$ cat src/common/rwc_pkg.sv
// Purpose: Shared constants and types for the reset and wake control block.
// Assumes: AHB-Lite register access, 32-bit words, one clock hclk.
// Notes: Operation summary below.
// Operation
// - Hardware reset input returns every register and logic element to reset state; the pin's clear skips wdet_prev_r, dph_addr_r, dph_write_r and rwc_sync.
// - After reset or wake, writes are ignored until one host read occurs.
// - When enabled, the wake output asserts on a detected wake event.
// - A wake event and wake output never take the device out of sleep.
// - In sleep, a host write cycle (select and strobe low) wakes the device.
package rwc_pkg;

  localparam int ADDR_W = 8;
  localparam int DATA_W = 32;
  localparam int IRQ_W = 3;
  localparam int CFG_W = 3;

  localparam logic [ADDR_W-1:0] ADDR_CTRL = 8'h00;
  localparam logic [ADDR_W-1:0] ADDR_STATE = 8'h04;
  localparam logic [ADDR_W-1:0] ADDR_IRQ_STAT = 8'h08;
  localparam logic [ADDR_W-1:0] ADDR_IRQ_MASK = 8'h0C;
  localparam logic [ADDR_W-1:0] ADDR_BYTE_TEST = 8'h10;

  // Control register fields.
  localparam int CTRL_SOFT_RST = 0;
  localparam int CTRL_SLEEP = 1;
  localparam int CTRL_CFG_LSB = 4;
  // Configuration bits inside the stored field.
  localparam int CFG_WAKE_EN = 0;
  localparam int CFG_WAKE_POL = 1;
  localparam int CFG_WAKE_OD = 2;
  localparam logic [CFG_W-1:0] CFG_RESET = 3'h0;

  // State register fields.
  localparam int STATE_ASLEEP = 0;
  localparam int STATE_UNLOCKED = 1;

  // Interrupt status fields.
  localparam int IRQ_WAKE_EVT = 0;
  localparam int IRQ_HOST_WAKE = 1;
  localparam int IRQ_WR_DROP = 2;
  localparam logic [IRQ_W-1:0] IRQ_RESET = 3'h0;

  // Byte-order test pattern; the value is arbitrary.
  localparam logic [DATA_W-1:0] BYTE_TEST_VAL = 32'hA5C3_0F96;

  localparam logic [2:0] HSIZE_WORD = 3'h2;
  localparam logic [DATA_W-1:0] DATA_ZERO = 32'h0000_0000;

  typedef enum logic [1:0] {
    RWC_RUN = 2'b01,
    RWC_SLEEP = 2'b10
  } rwc_pwr_t;

endpackage : rwc_pkg

$ cat src/rwc_sync.sv
// Purpose: Two-stage synchroniser for asynchronous pin inputs.
// Assumes: Inputs may change at any time relative to hclk.
// Notes: Only the second stage may be read by other logic.
`timescale 1ns/1ps
`default_nettype none
module rwc_sync #(
  parameter int WIDTH = 1,
  parameter logic [WIDTH-1:0] RESET_VAL = '0
) (
  input wire logic hclk,
  input wire logic hresetn,
  input wire logic [WIDTH-1:0] d,
  output logic [WIDTH-1:0] q
);

  logic [WIDTH-1:0] meta_r;

  always_ff @(posedge hclk or negedge hresetn) begin
    if (!hresetn) begin
      meta_r <= RESET_VAL;
      q <= RESET_VAL;
    end else begin
      meta_r <= d;
      q <= meta_r;
    end
  end

endmodule : rwc_sync
`default_nettype wire

$ cat src/rwc_top.sv
// Purpose: Reset, write-unlock and wake control with an AHB-Lite register slave.
// Assumes: Pins are asynchronous to hclk; zero-wait-state AHB-Lite bus.
// Notes: Pin-driven clears act on the third clock edge after the pin, through the synchroniser.
`timescale 1ns/1ps
`default_nettype none
module rwc_top (
  input wire logic hclk,
  input wire logic hresetn,
  input wire logic hsel,
  input wire logic [31:0] haddr,
  input wire logic [1:0] htrans,
  input wire logic hwrite,
  input wire logic [2:0] hsize,
  input wire logic [rwc_pkg::DATA_W-1:0] hwdata,
  input wire logic hready,
  output logic [rwc_pkg::DATA_W-1:0] hrdata,
  output logic hreadyout,
  output logic hresp,
  input wire logic hard_reset_in_n,
  input wire logic host_select_n,
  input wire logic host_write_strobe_n,
  input wire logic wake_detect_in,
  output logic wake_event_out,
  output logic wake_event_oe_n,
  output logic irq_out
);
  import rwc_pkg::*;

  logic hard_s;
  logic sel_s;
  logic wstb_s;
  logic wdet_s;

  rwc_sync #(.WIDTH(4), .RESET_VAL(4'hE)) u_sync (
    .hclk(hclk),
    .hresetn(hresetn),
    .d({hard_reset_in_n, host_select_n, host_write_strobe_n, wake_detect_in}),
    .q({hard_s, sel_s, wstb_s, wdet_s})
  );

  // Bus pipeline and register state.
  logic dph_valid_r, dph_valid_nxt;
  logic dph_write_r, dph_write_nxt;
  logic [ADDR_W-1:0] dph_addr_r, dph_addr_nxt;
  logic [DATA_W-1:0] hrdata_r, hrdata_nxt;
  logic [CFG_W-1:0] cfg_r, cfg_nxt;
  logic [IRQ_W-1:0] stat_r, stat_nxt;
  logic [IRQ_W-1:0] mask_r, mask_nxt;
  logic read_seen_r, read_seen_nxt;
  logic soft_reset_request_r, soft_reset_request_nxt;
  logic wdet_prev_r, wdet_prev_nxt;
  rwc_pwr_t pwr_r, pwr_nxt;
  logic wake_out_r, wake_out_nxt;
  logic wake_oe_n_r, wake_oe_n_nxt;
  logic irq_r, irq_nxt;

  logic clr;
  logic acc;
  logic wr_req;
  logic wr_ok;
  logic wr_drop;
  logic rd_evt;
  logic host_wr;
  logic host_wake;
  logic wake_evt;
  logic wake_act;
  logic wake_lvl;
  logic [IRQ_W-1:0] w1c;

  always_comb begin
    // Hardware reset pin and soft reset share one synchronous clear path.
    clr = !hard_s || soft_reset_request_r;
    acc = hsel && hready && htrans[1] && (hsize == HSIZE_WORD);
    wr_req = dph_valid_r && dph_write_r;
    // Writes before the first read after reset or wake are dropped.
    wr_ok = wr_req && read_seen_r;
    wr_drop = wr_req && !read_seen_r;
    rd_evt = dph_valid_r && !dph_write_r;
    // A host write cycle is select and write strobe low together, any data.
    host_wr = !sel_s && !wstb_s;
    host_wake = (pwr_r == RWC_SLEEP) && host_wr;
    wake_evt = wdet_s && !wdet_prev_r;
    w1c = '0;
    if (wr_ok && (dph_addr_r == ADDR_IRQ_STAT)) begin
      w1c = hwdata[IRQ_W-1:0];
    end

    dph_valid_nxt = acc;
    dph_write_nxt = hwrite;
    dph_addr_nxt = haddr[ADDR_W-1:0];
    hrdata_nxt = DATA_ZERO;
    if (acc && !hwrite) begin
      unique case (haddr[ADDR_W-1:0])
        ADDR_CTRL: hrdata_nxt[CTRL_CFG_LSB +: CFG_W] = cfg_r;
        ADDR_STATE: begin
          hrdata_nxt[STATE_ASLEEP] = (pwr_r == RWC_SLEEP);
          hrdata_nxt[STATE_UNLOCKED] = read_seen_r;
        end
        ADDR_IRQ_STAT: hrdata_nxt[IRQ_W-1:0] = stat_r;
        ADDR_IRQ_MASK: hrdata_nxt[IRQ_W-1:0] = mask_r;
        ADDR_BYTE_TEST: hrdata_nxt = BYTE_TEST_VAL;
        default: hrdata_nxt = DATA_ZERO;
      endcase
    end

    cfg_nxt = cfg_r;
    mask_nxt = mask_r;
    soft_reset_request_nxt = 1'b0;
    if (wr_ok && (dph_addr_r == ADDR_CTRL)) begin
      cfg_nxt = hwdata[CTRL_CFG_LSB +: CFG_W];
      soft_reset_request_nxt = hwdata[CTRL_SOFT_RST];
    end
    if (wr_ok && (dph_addr_r == ADDR_IRQ_MASK)) begin
      mask_nxt = hwdata[IRQ_W-1:0];
    end

    // Only a host write cycle or a clear leaves sleep; wake events merely flag.
    pwr_nxt = pwr_r;
    unique case (pwr_r)
      RWC_RUN: begin
        if (wr_ok && (dph_addr_r == ADDR_CTRL) && hwdata[CTRL_SLEEP]) begin
          pwr_nxt = RWC_SLEEP;
        end
      end
      RWC_SLEEP: begin
        if (host_wr) begin
          pwr_nxt = RWC_RUN;
        end
      end
    endcase

    // Waking locks writes again until the next read.
    read_seen_nxt = read_seen_r;
    if (host_wake) begin
      read_seen_nxt = 1'b0;
    end else if (rd_evt) begin
      read_seen_nxt = 1'b1;
    end

    // Hardware sets win over a same-cycle write-one-to-clear.
    stat_nxt = stat_r & ~w1c;
    stat_nxt[IRQ_WAKE_EVT] = stat_nxt[IRQ_WAKE_EVT] | wake_evt;
    stat_nxt[IRQ_HOST_WAKE] = stat_nxt[IRQ_HOST_WAKE] | host_wake;
    stat_nxt[IRQ_WR_DROP] = stat_nxt[IRQ_WR_DROP] | wr_drop;
    wdet_prev_nxt = wdet_s;

    if (clr) begin
      hrdata_nxt = DATA_ZERO;
      cfg_nxt = CFG_RESET;
      mask_nxt = IRQ_RESET;
      stat_nxt = IRQ_RESET;
      soft_reset_request_nxt = 1'b0;
      pwr_nxt = RWC_RUN;
      read_seen_nxt = 1'b0;
      // A read taken during the clear must not count as the unlocking read.
      dph_valid_nxt = 1'b0;
    end

    // Wake output follows the pending wake event when enabled.
    wake_act = cfg_nxt[CFG_WAKE_EN] && stat_nxt[IRQ_WAKE_EVT];
    wake_lvl = cfg_nxt[CFG_WAKE_POL] ? wake_act : !wake_act;
    // Open drain only ever pulls low; push-pull always drives.
    if (cfg_nxt[CFG_WAKE_OD]) begin
      wake_out_nxt = 1'b0;
      wake_oe_n_nxt = wake_lvl;
    end else begin
      wake_out_nxt = wake_lvl;
      wake_oe_n_nxt = 1'b0;
    end
    irq_nxt = |(stat_nxt & mask_nxt);
  end

  always_ff @(posedge hclk or negedge hresetn) begin
    if (!hresetn) begin
      dph_valid_r <= 1'b0;
      dph_write_r <= 1'b0;
      dph_addr_r <= '0;
      hrdata_r <= DATA_ZERO;
      cfg_r <= CFG_RESET;
      stat_r <= IRQ_RESET;
      mask_r <= IRQ_RESET;
      read_seen_r <= 1'b0;
      soft_reset_request_r <= 1'b0;
      wdet_prev_r <= 1'b0;
      pwr_r <= RWC_RUN;
      wake_out_r <= 1'b1;
      wake_oe_n_r <= 1'b0;
      irq_r <= 1'b0;
    end else begin
      dph_valid_r <= dph_valid_nxt;
      dph_write_r <= dph_write_nxt;
      dph_addr_r <= dph_addr_nxt;
      hrdata_r <= hrdata_nxt;
      cfg_r <= cfg_nxt;
      stat_r <= stat_nxt;
      mask_r <= mask_nxt;
      read_seen_r <= read_seen_nxt;
      soft_reset_request_r <= soft_reset_request_nxt;
      wdet_prev_r <= wdet_prev_nxt;
      pwr_r <= pwr_nxt;
      wake_out_r <= wake_out_nxt;
      wake_oe_n_r <= wake_oe_n_nxt;
      irq_r <= irq_nxt;
    end
  end

  // The slave never stalls and never errors, so these are constant flops.
  logic hreadyout_r;
  logic hresp_r;
  always_ff @(posedge hclk or negedge hresetn) begin
    if (!hresetn) begin
      hreadyout_r <= 1'b1;
      hresp_r <= 1'b0;
    end else begin
      hreadyout_r <= 1'b1;
      hresp_r <= 1'b0;
    end
  end

  assign hrdata = hrdata_r;
  assign hreadyout = hreadyout_r;
  assign hresp = hresp_r;
  assign wake_event_out = wake_out_r;
  assign wake_event_oe_n = wake_oe_n_r;
  assign irq_out = irq_r;
endmodule : rwc_top
`default_nettype wire

$ cat config.mk
export PLATFORM = sky130hd
export DESIGN_NAME = rwc_top
export DESIGN_NICKNAME = d
export VERILOG_FILES = /design/src/common/rwc_pkg.sv /design/src/rwc_sync.sv /design/src/rwc_top.sv
export SDC_FILE = /design/constraint.sdc
export NUM_CORES = 1
export LEC_CHECK = 0
export ABC_AREA = 1
export BUFFER_PORTS_ARGS = -buffer_cell sky130_fd_sc_hd__clkbuf_2
export CELL_PAD_IN_SITES_DETAIL_PLACEMENT = 1
export CELL_PAD_IN_SITES_GLOBAL_PLACEMENT = 2
export CORE_ASPECT_RATIO = 1.4
export CORE_UTILIZATION = 21
export DETAILED_ROUTE_END_ITERATION = 12
export GPL_TIMING_DRIVEN = 1
export HOLD_SLACK_MARGIN = 0.02
export PLACE_DENSITY_LB_ADDON = 0.1
export SYNTH_ARGS = -nofsm -noshare
export SYNTH_HDL_FRONTEND = slang
export SYNTH_HIERARCHICAL = 1
export SYNTH_SLANG_ARGS = --single-unit
$ cat constraint.sdc
create_clock -name hclk -period 1.2 [get_ports hclk]
set_input_delay 0.24 -clock hclk [delete_from_list [all_inputs] [get_ports hclk]]
set_output_delay 0.24 -clock hclk [all_outputs]
set_load 0.02 [all_outputs]
==> impl_results.md <==
* Post-Synthesis Cells at 210
* GRT Overall Usage at 0.111
* Worst-skew pair later-pin latency at 0.29 ns
* DP Area at 2390 sq um
* Hold crit path type: input port to flip-flop
* Violations in the final reports: negative setup slack
* Minimum clock period at 1.39 ns
* Top cell type's share of synthesized area at 0.439
* Data arrival, critical path at 1.62 ns
* Hold endpoint: u_sync/meta_r[2]$_DFF_PN1_
* Layout area overhead at 57.1%
* Synth top area cells: dfrtp_1 44%, dfstp_2 11%, buf_4 10%
* CP Max Fanout at 5
* Final Hold Viols at 0
* Synth warn at 6
* PnR Total Power at 0.00316 W
* Fraction of layout cells with a size suffix above 1 at 0.575
* Fin area at 3050 sq um
* First-pass GRT wire length at 7.88 mm
* Fin. max-slew vios at 0
* RSZ-0062 raised after global routing: yes
* Die extent in y at 116 um
* Final wirelength at 4.85 mm
* Count leader, synth: nand2_1
* H-tree levels at 2
* Pre-antenna DRT Iters at 2
* RR Startpoint: dph_addr_r[4]$_DFF_PN0_
* Cell Area, Synth at 1940 sq um
* Antenna Diode Count at 0
* F_max at 719 MHz
* DR vias/cell at 3.93
* Worst Reg-to-Reg Cells at 8
* Post-synth EDFFs at 0
* Worst VDD drop at 0.511 mV
* Required time of the critical path at 1.43 ns
* Main flop type after synthesis: dfrtp_1
* Clock skew at 0.00660 ns
* Reg clk slew, reported paths at 0.06 ns
* Leak Pwr at 1.52 nW
* Setup TNS at -1.43 ns
* WHS Path Cells at 1
* Placer Congestion at 0.697
* Nets@finish at 369
* Hpwl dp at 3.63 mm
* DRT iter0 DRCs at 34
* Clk root buf: clkbuf_16
* Num rows at 41
* I/O Pins at 115
* Reg2Reg Setup Slack at -0.19 ns
* Async SR Flop Fraction at 1.00
* Initial Util at 0.216
* Antenna violations before repair at 0
* DRC errors left at 0
* Register area share after synthesis at 0.547
* Most instantiated cells after synthesis: 37 x nand2_1, 34 x dfrtp_1, 27 x buf_4, 27 x nor2_1, 25 x inv_1
* Num Clock Sinks at 42
* Pwr/cell area at 1040 nW/um^2
* Total global routing overflow at 0
* Vias at 1,570
* Vias in the first global route at 1,619
* FILL cells at 1,019
* RR Endpoint: wake_event_out$_DFF_PN1_
* Post-synth top area cell: dfrtp_1
* Wirelength per Cell at 12.2 um
* Crit Path Class: flip-flop to flip-flop
* Final setup vio count at 25
* Fin Hold WS at 0.0328 ns
* CTS Buf Count at 5
* Port Buf Inserts at 48
* Crit share post-route at 1.16
* Worst Slack Setup Final at -0.191 ns
* Synth Area per Inst at 9.24 sq um
* Status: finished, violations left
* Finished Core Util at 0.339
* ANT nets after route at 0
* Die ar. at 9630 sq um
* Core area at 8980 sq um
* CP endpoint kind: flip-flop
* Max cap viols at 0
* Hold Crit Start: host_select_n
* Largest net degree at the start of global routing at 21
* CP Launch Type: flip-flop
* Library cells used by synthesis at 26
* TritonCTS clock tree: yes
* Longest Clk Path Bufs at 2
* Register bit total from synthesis at 42
* Die X at 83.2 um
==> worst max path at each step <==
stage	start	to	slack, ns	depth (start not counted)
6_report	dph_addr_r[4]$_DFF_PN0_	wake_event_out$_DFF_PN1_	-0.19	8
5_1_grt	dph_addr_r[4]$_DFF_PN0_	wake_event_out$_DFF_PN1_	-0.30	9
4_1_cts	dph_addr_r[7]$_DFF_PN0_	wake_event_oe_n$_DFF_PN0_	-0.24	10
3_5_place_dp	dph_addr_r[4]$_DFF_PN0_	wake_event_oe_n$_DFF_PN0_	-0.29	10
3_3_place_gp	dph_addr_r[4]$_DFF_PN0_	wake_event_oe_n$_DFF_PN0_	-0.26	10
2_1_floorplan	dph_addr_r[5]$_DFF_PN0_	wake_event_oe_n$_DFF_PN0_	-0.04	10
==> cell usage in the layout (no fill, tap or decap), types with 2 or more instances in the layout <==
cell           instances
a21oi_1                4
a21oi_2                4
buf_12                 3
buf_4                 21
buf_6                 19
buf_8                  8
clkbuf_16              5
clkbuf_2              34
conb_1                15
dfrtp_1               33
dfstp_2                8
dlygate4sd3_1          2
inv_1                 22
inv_2                  7
nand2_1               23
nand2_2               14
nand2_4                6
nand3_1                8
nand3_2                5
nand4_1                2
nor2_1                13
nor2_2                 9
nor2_4                 9
nor3_2                 2
nor3_4                 2
==> per-stage QoR <==
stage	cells	setup WS, ns
after floorplan	223	-0.0433
after global placement	377	-0.255
after detailed placement	377	-0.289
after CTS	397	-0.242
after global routing	399	-0.298
final	399	-0.191
==> worst max-delay path, cell delays in order, from the launching register on <==
cell     delay [ns]
dfrtp_1        0.37
nor2_2         0.14
nand2_4        0.11
nor2_8         0.18
nand2_4        0.10
buf_6          0.12
o21ai_2        0.13
inv_1          0.07
nor2_1         0.10
==> area by class of cell <==
cell class | count | area, sq um | area share
clock buffers | 6 | 139 | 0.0456
clock inverters | 2 | 12.5 | 0.00411
inverters | 31 | 131 | 0.0431
multi-input cells | 124 | 826 | 0.271
flip-flops and latches | 42 | 1060 | 0.349
well taps | 107 | 134 | 0.0439
repair buffers | 87 | 742 | 0.244
==> layer usage <==
metal	GRT usage	vias up	share of wire
li1	-	762	-
met1	0.107	759	0.36
met2	0.222	42	0.58
met3	0.0264	7	0.041
met4	0.0483	0	0.018
met5	0	-	0
==> timing repair <==
| action | 4_1_cts | 5_1_grt |
|---|---|---|
| endpoints found under the setup margin | 36 | 38 |
| buffers inserted | 11 | 5 |
| endpoints found under the hold margin | 8 | 0 |
| resized for setup | 54 | 61 |
| hold buffers | 2 | 0 |
| pin swaps | 17 | 19 |
| cloned | 1 | 0 |
==> kinds of logic after synthesis <==
family	count (synthesis)	share of synthesized area
AO/OA/AOI/OAI	11	0.0310
buffers and inverters	58	0.167
AND/OR/NAND/NOR	97	0.251
other	2	0.00387
flip-flops	42	0.547
==> power breakdown <==
part           total [W]  switching, W  internal, W
sequential       0.00147     0.0000151      0.00146
combinational   0.000313      0.000185     0.000128
clock            0.00137      0.000549     0.000823
total            0.00316      0.000749      0.00241
==> state kept, by name, summed over array words and instances (netlist names), 2 cells and up <==
register       count
stat_r             3
dph_addr_r         8
u_sync/meta_r      4
cfg_r              3
mask_r             3
pwr_r              2
hrdata             7
u_sync/q           4
No activity file was read; power rests on OpenSTA's default activity.
